==> config.mk <==
export PLATFORM = sky130hd
export DESIGN_NAME = sra_top
export DESIGN_NICKNAME = d
export VERILOG_FILES = /design/src/shared/sra_pkg.sv /design/src/hdl/sra_fifo.sv /design/src/hdl/sra_top.sv
export SDC_FILE = /design/constraint.sdc
export NUM_CORES = 1
export LEC_CHECK = 0
export BUFFER_PORTS_ARGS = -buffer_cell sky130_fd_sc_hd__buf_4
export CAP_MARGIN = 30
export CORE_MARGIN = 2
export CORE_UTILIZATION = 40
export DETAILED_ROUTE_END_ITERATION = 8
export SYNTH_ARGS = -nofsm -noshare
export SYNTH_HDL_FRONTEND = slang
export SYNTH_HIERARCHICAL = 1
export SYNTH_SLANG_ARGS = --single-unit
==> constraint.sdc <==
create_clock -name I_CLK -period 5.8 [get_ports I_CLK]
set_input_delay 0.58 -clock I_CLK [delete_from_list [all_inputs] [get_ports I_CLK]]
set_output_delay 0.58 -clock I_CLK [all_outputs]
set_load 0.02 [all_outputs]
==> src/shared/sra_pkg.sv <==
// Constants and types of the serial register access block
package sra_pkg;

   // ==========================================================
   // Frame edge numbers (falling serial-clock edges after select)
   localparam logic [5:0] EDGE_LAST_DATA = 6'h10;  // 16th edge
   localparam logic [5:0] EDGE_COMMIT    = 6'h11;  // 17th edge
   localparam logic [5:0] EDGE_READ      = 6'h13;  // 19th edge
   localparam logic [5:0] EDGE_END_OUT   = 6'h2D;  // 45th edge

   // ==========================================================
   // Widths
   localparam int REG_W   = 12;
   localparam int GAIN_W  = 7;
   localparam int CODE_W  = 4;
   localparam int FRAME_W = 16;

   // ==========================================================
   // Target and read-select codes
   localparam logic [3:0] CODE_RESULT  = 4'h0;
   localparam logic [3:0] CODE_CONTROL = 4'h1;
   localparam logic [3:0] CODE_OFF_A   = 4'h2;
   localparam logic [3:0] CODE_OFF_B   = 4'h3;
   localparam logic [3:0] CODE_GAIN_A  = 4'h4;
   localparam logic [3:0] CODE_GAIN_B  = 4'h5;

   // ==========================================================
   // Control register layout, MSB first in the frame
   typedef struct packed {
      logic [3:0] readback_select;    // bits 11..8
      logic       cal_start;          // bit 7
      logic [2:0] power_down_select;  // bits 6..4
      logic [3:0] pga_gain_select;    // bits 3..0
   } sra_ctl_s;

   localparam logic [11:0] CTL_RESET   = 12'h000;
   localparam logic [11:0] OFF_RESET   = 12'h000;
   localparam logic [6:0]  GAIN_RESET  = 7'h00;
   localparam logic [3:0]  PIN_REGMODE = 4'h0;

   // ==========================================================
   // One conversion: channel A and channel B results
   typedef struct packed {
      logic [11:0] res_a;
      logic [11:0] res_b;
   } sra_pair_s;

   typedef enum logic [1:0] {
      ST_IDLE  = 2'b00,
      ST_FRAME = 2'b01,
      ST_HOLD  = 2'b10
   } sra_state_e;

endpackage

==> src/hdl/sra_fifo.sv <==
// Flip-flop FIFO with valid/ready on both sides
`timescale 1ns/1ps
module sra_fifo #(
   parameter int WIDTH = 24,
   parameter int DEPTH = 16
) (
   // Clock and reset
   input  wire logic             i_clk,
   input  wire logic             i_nrst,
   // Fill side
   input  wire logic             i_in_valid,
   input  wire logic [WIDTH-1:0] i_in_data,
   output      logic             o_in_ready,
   // Drain side
   output      logic             o_out_valid,
   output      logic [WIDTH-1:0] o_out_data,
   input  wire logic             i_out_ready
);
   localparam int AW = (DEPTH > 1) ? $clog2(DEPTH) : 1;

   initial begin
      if (DEPTH < 2 || (DEPTH & (DEPTH - 1)) != 0 || WIDTH < 1) begin
         $error("sra_fifo: DEPTH must be a power of two >= 2");
      end
   end

   typedef struct packed {
      logic [DEPTH-1:0][WIDTH-1:0] mem;
      logic [AW-1:0]               wr_ptr;
      logic [AW-1:0]               rd_ptr;
      logic [AW:0]                 count;
      logic                        ready;
   } sra_fifo_s;

   sra_fifo_s st_reg;
   sra_fifo_s st_next;
   logic      push;
   logic      pop;

   always_comb begin
      st_next = st_reg;
      push    = i_in_valid && st_reg.ready;
      pop     = i_out_ready && (st_reg.count != '0);
      if (push) begin
         st_next.mem[st_reg.wr_ptr] = i_in_data;
         st_next.wr_ptr             = st_reg.wr_ptr + 1'b1;
      end
      if (pop) begin
         st_next.rd_ptr = st_reg.rd_ptr + 1'b1;
      end
      if (push && !pop) begin
         st_next.count = st_reg.count + 1'b1;
      end else if (pop && !push) begin
         st_next.count = st_reg.count - 1'b1;
      end
      // Registered ready keeps the top-level output straight from a flop
      st_next.ready = (st_next.count != (AW + 1)'(DEPTH));
   end

   always_ff @(posedge i_clk) begin
      if (!i_nrst) begin
         st_reg       <= '0;
         st_reg.ready <= 1'b1;
      end else begin
         st_reg <= st_next;
      end
   end

   assign o_in_ready  = st_reg.ready;
   assign o_out_valid = (st_reg.count != '0);
   assign o_out_data  = st_reg.mem[st_reg.rd_ptr];
endmodule

==> src/hdl/sra_top.sv <==
// Serial register access logic of a dual-channel sampling converter
`timescale 1ns/1ps
module sra_top #(
   parameter int FIFO_DEPTH = 16
) (
   // Clock and reset
   input  wire logic        I_CLK,
   input  wire logic        I_NRST,
   // Serial pins
   input  wire logic        I_SCLK,
   input  wire logic        I_NCS,
   input  wire logic        I_CONFIG_SERIAL_IN,
   input  wire logic [3:0]  I_PGA_GAIN_SELECT,
   // Conversion results from the converter core
   input  wire logic        I_RESULT_VALID,
   input  wire logic [23:0] I_RESULT_PAIR,
   output      logic        O_RESULT_READY,
   // Serial outputs
   output      logic        O_RESULT_LINE_A,
   output      logic        O_RESULT_LINE_A_OE,
   output      logic        O_RESULT_LINE_B,
   output      logic        O_RESULT_LINE_B_OE,
   // Applied configuration
   output      logic [3:0]  O_PGA_GAIN,
   output      logic [2:0]  O_POWER_DOWN_SELECT,
   output      logic        O_CAL_ACTIVE,
   output      logic        O_REG_MODE
);
   initial begin
      if (FIFO_DEPTH < 2) begin
         $error("sra_top: FIFO_DEPTH must be at least 2");
      end
   end

   // ==========================================================
   // State
   typedef struct packed {
      logic                sclk_s1;
      logic                sclk_s2;
      logic                sclk_d;
      logic                cs_s1;
      logic                cs_s2;
      logic                cs_d;
      logic                din_s1;
      logic                din_s2;
      logic [3:0]          gpin_s1;
      logic [3:0]          gpin_s2;
      sra_pkg::sra_state_e state;
      logic [5:0]          edge_cnt;
      logic [15:0]         shift_in;
      sra_pkg::sra_ctl_s   control;
      logic [11:0]         off_a;
      logic [11:0]         off_b;
      logic [6:0]          gain_a;
      logic [6:0]          gain_b;
      sra_pkg::sra_ctl_s   applied;
      logic                cal_frame;
      logic                reg_mode;
      sra_pkg::sra_pair_s  raw;
      logic [23:0]         sh_a;
      logic [23:0]         sh_b;
      logic                line_a;
      logic                line_b;
      logic                oe;
   } sra_st_s;

   localparam sra_st_s ST_RESET = '{sclk_s1: 1'b1, sclk_s2: 1'b1, sclk_d: 1'b1,
                                    cs_s1: 1'b1, cs_s2: 1'b1, cs_d: 1'b1,
                                    state: sra_pkg::ST_IDLE, default: '0};

   sra_st_s            st_reg;
   sra_st_s            st_next;
   sra_pkg::sra_pair_s fifo_data;
   logic               fifo_valid;
   logic               fifo_ready;
   logic               fifo_pop;
   logic               fall;
   logic               frame_start;
   logic               reg_mode_now;
   logic               do_commit;
   logic [3:0]         tgt_code;
   logic [11:0]        sel_word;
   logic [11:0]        res_a_corr;
   logic [11:0]        res_b_corr;

   // ==========================================================
   // Conversion result buffer
   sra_fifo #(
      .WIDTH (24),
      .DEPTH (FIFO_DEPTH)
   ) u_fifo (
      .i_clk       (I_CLK),
      .i_nrst      (I_NRST),
      .i_in_valid  (I_RESULT_VALID),
      .i_in_data   (I_RESULT_PAIR),
      .o_in_ready  (fifo_ready),
      .o_out_valid (fifo_valid),
      .o_out_data  (fifo_data),
      .i_out_ready (fifo_pop)
   );

   // ==========================================================
   // Next state
   always_comb begin
      st_next = st_reg;
      // Two flops on every pin; clock and select get a third flop, and both their last two stages feed edge detection
      st_next.sclk_s1 = I_SCLK;
      st_next.sclk_s2 = st_reg.sclk_s1;
      st_next.sclk_d  = st_reg.sclk_s2;
      st_next.cs_s1   = I_NCS;
      st_next.cs_s2   = st_reg.cs_s1;
      st_next.cs_d    = st_reg.cs_s2;
      st_next.din_s1  = I_CONFIG_SERIAL_IN;
      st_next.din_s2  = st_reg.din_s1;
      st_next.gpin_s1 = I_PGA_GAIN_SELECT;
      st_next.gpin_s2 = st_reg.gpin_s1;

      fall         = st_reg.sclk_d && !st_reg.sclk_s2;
      frame_start  = (st_reg.state == sra_pkg::ST_IDLE) && !st_reg.cs_s2 && st_reg.cs_d;
      reg_mode_now = (st_reg.gpin_s2 == sra_pkg::PIN_REGMODE);
      tgt_code     = st_reg.shift_in[15:12];
      fifo_pop     = 1'b0;
      do_commit    = 1'b0;

      // Offset removed except in a calibration frame, whose result is corrupt anyway
      res_a_corr = st_reg.cal_frame ? st_reg.raw.res_a : st_reg.raw.res_a - st_reg.off_a;
      res_b_corr = st_reg.cal_frame ? st_reg.raw.res_b : st_reg.raw.res_b - st_reg.off_b;

      // Readback decode; unknown codes fall back to the result
      unique case (st_reg.control.readback_select)
         sra_pkg::CODE_CONTROL: sel_word = st_reg.control;
         sra_pkg::CODE_OFF_A:   sel_word = st_reg.off_a;
         sra_pkg::CODE_OFF_B:   sel_word = st_reg.off_b;
         sra_pkg::CODE_GAIN_A:  sel_word = {5'h00, st_reg.gain_a};
         sra_pkg::CODE_GAIN_B:  sel_word = {5'h00, st_reg.gain_b};
         default:               sel_word = res_a_corr;
      endcase

      unique case (st_reg.state)
         sra_pkg::ST_IDLE: begin
            if (frame_start) begin
               // Frame start fixes the configuration for this conversion
               st_next.state    = sra_pkg::ST_FRAME;
               st_next.edge_cnt = '0;
               st_next.reg_mode = reg_mode_now;
               st_next.applied  = st_reg.control;
               if (!reg_mode_now) begin
                  st_next.applied.pga_gain_select = st_reg.gpin_s2;
               end
               st_next.cal_frame = reg_mode_now && st_reg.control.cal_start;
               fifo_pop          = fifo_valid;
               st_next.raw       = fifo_valid ? fifo_data : '0;
               if (reg_mode_now && st_reg.control.cal_start && fifo_valid) begin
                  // Inputs are shorted during calibration: the result is the offset
                  st_next.off_a = fifo_data.res_a;
                  st_next.off_b = fifo_data.res_b;
               end
            end
         end
         sra_pkg::ST_FRAME: begin
            if (st_reg.cs_s2) begin
               // Early rise: nothing committed if before edge 17, partial frame dropped
               st_next.state = sra_pkg::ST_IDLE;
               st_next.oe    = 1'b0;
            end else if (fall) begin
               st_next.edge_cnt = st_reg.edge_cnt + 6'h01;
               if (st_reg.edge_cnt < sra_pkg::EDGE_LAST_DATA) begin
                  st_next.shift_in = {st_reg.shift_in[14:0], st_reg.din_s2};
               end
               if (st_next.edge_cnt == sra_pkg::EDGE_COMMIT && st_reg.reg_mode && reg_mode_now) begin
                  do_commit = 1'b1;
                  unique case (tgt_code)
                     sra_pkg::CODE_CONTROL: st_next.control = st_reg.shift_in[11:0];
                     sra_pkg::CODE_OFF_A:   st_next.off_a   = st_reg.shift_in[11:0];
                     sra_pkg::CODE_OFF_B:   st_next.off_b   = st_reg.shift_in[11:0];
                     sra_pkg::CODE_GAIN_A:  st_next.gain_a  = st_reg.shift_in[11:5];
                     sra_pkg::CODE_GAIN_B:  st_next.gain_b  = st_reg.shift_in[11:5];
                     default:               do_commit       = 1'b0;
                  endcase
               end
               if (st_next.edge_cnt == sra_pkg::EDGE_READ) begin
                  // Line A: selected word, then B; line B: B, then A
                  st_next.sh_a   = {sel_word, res_b_corr};
                  st_next.sh_b   = {res_b_corr, res_a_corr};
                  st_next.line_a = sel_word[11];
                  st_next.line_b = res_b_corr[11];
                  st_next.oe     = 1'b1;
               end else if (st_reg.oe) begin
                  st_next.sh_a   = {st_reg.sh_a[22:0], 1'b0};
                  st_next.sh_b   = {st_reg.sh_b[22:0], 1'b0};
                  st_next.line_a = st_reg.sh_a[22];
                  st_next.line_b = st_reg.sh_b[22];
               end
               if (st_next.edge_cnt == sra_pkg::EDGE_END_OUT) begin
                  st_next.oe    = 1'b0;
                  st_next.state = sra_pkg::ST_HOLD;
               end
            end
         end
         sra_pkg::ST_HOLD: begin
            if (st_reg.cs_s2) begin
               st_next.state = sra_pkg::ST_IDLE;
            end
         end
         default: begin
            st_next.state = sra_pkg::ST_IDLE;
         end
      endcase
      if (!st_next.oe) begin
         st_next.line_a = 1'b0;
         st_next.line_b = 1'b0;
      end
   end

   always_ff @(posedge I_CLK) begin
      if (!I_NRST) begin
         st_reg <= ST_RESET;
      end else begin
         st_reg <= st_next;
      end
   end

   // ==========================================================
   // Outputs
   assign O_RESULT_READY      = fifo_ready;
   assign O_RESULT_LINE_A     = st_reg.line_a;
   assign O_RESULT_LINE_A_OE  = st_reg.oe;
   assign O_RESULT_LINE_B     = st_reg.line_b;
   assign O_RESULT_LINE_B_OE  = st_reg.oe;
   assign O_PGA_GAIN          = st_reg.applied.pga_gain_select;
   assign O_POWER_DOWN_SELECT = st_reg.applied.power_down_select;
   assign O_CAL_ACTIVE        = st_reg.cal_frame;
   assign O_REG_MODE          = st_reg.reg_mode;

   // ==========================================================
   // Assertions
   logic data_edge;
   logic commit_edge;
   logic read_edge;
   assign data_edge   = (st_reg.state == sra_pkg::ST_FRAME) && !st_reg.cs_s2 && fall
                        && (st_reg.edge_cnt < sra_pkg::EDGE_LAST_DATA);
   assign commit_edge = (st_reg.state == sra_pkg::ST_FRAME) && !st_reg.cs_s2 && fall
                        && (st_reg.edge_cnt == sra_pkg::EDGE_LAST_DATA);
   assign read_edge   = (st_reg.state == sra_pkg::ST_FRAME) && !st_reg.cs_s2 && fall
                        && (st_reg.edge_cnt == sra_pkg::EDGE_READ - 6'h01);
endmodule

Word level (Yosys, flattened, before mapping)

Cells that the tools add are included.

Register bits: 572
Logic and storage cells: 161

Add/sub/neg operators: 7
Equal/unequal tests: 26
Muxes and demuxes: 39
Magnitude comparators: 4
Bitwise gates (word level): 1
Reduce and logical (&&, ||, !) cells: 32

Operators with widths:

| kind                                                                  | number |
|---|---|
| 384-bit bitwise mux                                                   | 1 |
| 50-bit 2-to-1 mux                                                     | 3 |
| 24-bit 2-to-1 mux                                                     | 5 |
| 24-bit binary-select mux with 4-bit select                            | 1 |
| 24-bit demux with 4-bit select                                        | 1 |
| 74-bit 2-to-1 mux                                                     | 1 |
| 72-bit 2-to-1 mux                                                     | 1 |
| 12-bit 2-to-1 mux                                                     | 5 |
| 12-bit one-hot mux with 5 select lines                                | 1 |
| 51-bit 2-to-1 mux                                                     | 1 |
| 24-bit one-hot mux with 2 select lines                                | 1 |
| 12-bit subtractor                                                     | 2 |
| 4-bit by 2-bit == test with 1-bit output (second input constant)      | 4 |
| 4-bit by 3-bit == test with 1-bit output (second input constant)      | 4 |
| 16-bit 2-to-1 mux                                                     | 1 |
| 4-bit AND reduction                                                   | 4 |
| 5-bit AND reduction                                                   | 3 |
| 7-bit 2-to-1 mux                                                      | 2 |
| 7-bit AND reduction                                                   | 2 |
| 6-bit by 5-bit == test with 1-bit output (second input constant)      | 2 |
| 1-bit logical AND                                                     | 12 |
| 6-bit one-hot mux with 2 select lines                                 | 1 |
| 4-bit by 5-bit < comparator with 1-bit output (second input constant) | 2 |
| 5-bit 2-to-1 mux                                                      | 2 |
| 26 further kinds                                                      | 47 |

Logic depth before layout (Yosys ltp)

Word-level depth: 10
Depth in mapped cells: 13
Mapped depth without buffers: 11

Hierarchy

Netlist, hierarchy kept.

By module, submodules not included:

| module   | cells an instance | times used | area an instance (µm²) |
|---|---|---|---|
| sra_fifo | 1,986             | 1          | 17,172.7 |
| sra_top  | 1,088             | 1          | 8,918.6 |

Worst setup path after synthesis

Ideal clock, no wire load.

Kind: register to register
From: register u_fifo/st_reg[1] (netlist name)
To: register u_fifo.st_reg, in the netlist u_fifo/o_in_ready
Library setup time: 0.139 ns
Period minus slack after synthesis: 2.868 ns
Stages on the path, launching flop included: 14
Arrival: 2.729 ns
Path slack: 2.932 ns
Cell sequence: dfxtp_1 > clkbuf_1 > inv_1 > ha_1 > or4b_4 > buf_6 > clkbuf_1 > clkbuf_1 > and2_1 > clkbuf_1 > inv_1 > and3_1 > nor4_1 > nand4_1

Cells in the longest elaborated chain, start to end: 8
Elaborated cells between the ends (all ways): 12

RTL lines:

| item                                                   | RTL line                       | text |
|---|---|---|
| start, declared                                        | sra_fifo.sv:35                 | `sra_fifo_s st_reg;` |
| start signal, assigned                                 | sra_fifo.sv:65                 | `st_reg <= st_next;` |
| 5-bit nonzero test *                                   | sra_fifo.sv:70                 | `assign o_out_valid = (st_reg.count != '0);` |
| net fifo_valid                                         | sra_top.sv:74                  | `logic fifo_valid;` |
| 1-bit 2-to-1 mux *                                     | sra_top.sv:141                 | `if (frame_start) begin` |
| 1-bit 2-to-1 mux *                                     | sra_top.sv:139                 | `unique case (st_reg.state)` |
| net fifo_pop                                           | sra_top.sv:76                  | `logic fifo_pop;` |
| 1-bit logical AND *                                    | sra_fifo.sv:43                 | `pop = i_out_ready && (st_reg.count != '0);` |
| 1-bit logical AND or 1-bit logical NOT (tied branches) | sra_fifo.sv:53, sra_fifo.sv:51 |  |
| 5-bit 2-to-1 mux or 1-bit logical AND (tied branches)  | sra_fifo.sv:53, sra_fifo.sv:51 |  |
| 5-bit 2-to-1 mux *                                     | sra_fifo.sv:51                 | `if (push && !pop) begin` |
| 5-bit inequality test *                                | sra_fifo.sv:57                 | `st_next.ready = (st_next.count != (AW + 1)'(DEPTH));` |

The timed path passes the listed nets; every way through them passes the cells marked *.
A chain may end at the register's enable or synchronous reset.

==> results.cfg <==
[synth]
ys_ff_latch = 570
synthTopCellsByArea = dfxtp_1 44%, nand2_1 13%, a21oi_1 9.2%
syn_nets = 3142
syn_inst = 3074
yosysWarnings = 6
synth_top_area_cell = dfxtp_1
syn-mean-instance-area_um2 = 8.49
async_flop_share_pct = 0
synth_edf_count = 0
ys_seq_area_share_pct = 43.7
ys_types = 85
synth.most_common_cell = nand2_1
ys_top_cells_by_count = 901 x nand2_1, 570 x dfxtp_1, 479 x a21oi_1
syn_area_um2 = 26100
yosys.area.top_type_share_pct = 43.7
synth_top_flop_cell = dfxtp_1

[grt]
grt.total_usage_pct = 23.8
grt_antenna_before_repair = 3
grt_max_degree = 161
overflow = 0
grt_pass1_wl_um = 125000
grt_pass1_vias = 21303

[route]
drc = 0
vias = 22168
drtIter0Drc = 1971
postRouteWirelength_um = 81400
drtPass1Iterations = 6
antenna_left = 0
viasPerCell = 5.78
wl_per_cell_um = 21.2

[worst_setup_path]
cpMaxStageDelayCell = nor4b_4
arrival_ps = 3790
start_kind = register
path_class = reg2reg
crit_chain = ha_1, nand2_1, o31ai_4, nand2_2, nor4b_4, buf_4, nand4b_2, mux2i_1, nor2_1
path_max_fanout = 21
cp-end-kind = register
max_stage_delay_ps = 560
cp.required_ps = 6290

[power_and_ir_drop]
finalPower_mw = 8.58
powerDensity_nw_per_um2 = 297
ir_worst_vdd_v = 0.000237
power.leakage_nw = 9.37

[final_layout]
fillers = 6202
num-nets-final = 2997
drive_gt1_share_pct = 11.9
post-route-util_pct = 44.8
area_growth_pct = 10.7
largest_reg_flops = 397

[timing]
period_needed_ps = 3300
fin_crit_sh_pct = 56.9
rsz0062_at_grt = false
max_slew_margin_pct = 26.9
finalSetupViolCount = 0
hold_viol_final = 0
clock_skew_ps = 14.7
drv_slew = 0
tightest_slew_ps = 1090
fmax_mhz = 303
tns_ps = 0

[outcome]
status = finished, final reports clean

[clock_tree]
post_cts.repair.setup_buffers = 0
cts_resized = 0
cts_htree_levels = 2
clk_latency_ps = 640
cts_sinks = 570
cts_inserted_buffers = 60
cts.path.max_buffers = 3
clock-root-buffer = clkbuf_16
cts_tree = built
hold_buffers = 0
clk_pin_slew_ps = 60

[floorplanning]
io_pins = 48
start_util_pct = 40.5
fp.dieH_um = 259
die-area_um2 = 67300
rows = 93
placeableCoreArea_um2 = 64500
die-width_um = 259

[hold_path]
hold_class = in2reg

[place]
dp.final_hpwl_um = 49200
place_congestion = 0.861
io_buffers = 47

[job]
maxCapViolations = 0
final cells by class:
class	count	area [µm²]	share of cell area, %
multi-input cells	2169	13400	46.3
flip-flops and latches	570	11400	39.5
clock buffers	84	1730	5.99
well taps	855	1070	3.70
repair buffers	77	657	2.27
clock inverters	26	423	1.46
inverters	51	200	0.693
diodes	3	7.51	0.0260
critical path: cells and delay by family, from the launching register on:
family                   cells  cell delay, ps
adder cells (fa/ha/maj)      1             380
multiplexers                 1             320
flip-flops                   1             480
AO/OA/AOI/OAI                1             260
AND/OR/NAND/NOR              5            1340
buffers and inverters        1             350
per-layer routing:
metal | share of wire, % | global-route usage, % | vias up
met5 | 0 | 0 | -
met4 | 3.4 | 8.67 | 0
met3 | 6.3 | 3.38 | 180
met2 | 49 | 40.8 | 821
met1 | 41 | 30.4 | 10839
li1 | - | - | 10328
kinds of logic (layout without fill, tap and decap cells):
logic type / count (synthesis) / count (layout) / share of synthesized area (%)
muxes: 158 / 158 / 12.2
adders and majority gates: 34 / 34 / 1.69
buffers and inverters: 335 / 238 / 5.67
and+or+nand+nor: 1237 / 1237 / 19.8
xor gates and xnor gates: 15 / 15 / 0.504
other: 0 / 3 / 0
DFF: 570 / 570 / 43.7
AOI/OAI and AO/OA: 725 / 725 / 16.4
where the power goes:
group / internal [mW] / total (mW) / switching, mW / leakage (nW)
registers: 3.95 / 3.98 / 0.0294 / 4.60
clock network: 2.52 / 4.18 / 1.65 / 1.07
logic: 0.126 / 0.418 / 0.293 / 3.71
total: 6.60 / 8.58 / 1.97 / 9.37
cells in the final DEF, fill, tap and decap left out, drive strengths merged, types with 7 or more instances in the layout:
cell	netlist	routed
nor3b	8	8
o221ai	7	7
xor2	7	7
o21ai	51	51
nand3	76	76
a31oi	11	11
a221oi	10	10
ha	32	32
mux4	120	120
mux2i	30	30
and3	9	9
clkinv	0	15
and2	15	15
nor2b	12	12
bufinv	0	10
nor3	29	29
nor2	119	119
dfxtp	570	570
o221a	7	7
a22oi	29	29
buf	101	77
nand2	902	902
clkbuf	183	84
nand4	13	13
xnor2	8	8
a21oi	480	480
inv	51	51
mux2	8	8
nand2b	21	21
a211oi	40	40
o211ai	23	23
or3	7	7
worst paths after layout:
| check | startpoint | end | slack (ps) | cells past startpoint |
|---|---|---|---|---|
| max | st_reg[156] | st_reg[131] | 2500 | 9 |
| min | I_NCS | st_next[174] | 140 | 2 |
| max reg2reg | st_reg[156] | st_reg[131] | 2500 | 9 |
| min reg2reg | st_next[177] | st_next[176] | 430 | 1 |
stage by stage:
stage	cell area [µm²]	setup slack, ps	hold slack [ps]	instances
2_1_floorplan	26100	2930	386	3074
3_3_place_gp	26700	2610	398	3718
3_5_place_dp	26700	2520	401	3721
4_1_cts	28900	2500	104	3831
5_1_grt	28900	2210	107	3835
6_report	28900	2500	138	3835
No activity file was read; power rests on OpenSTA's default activity.
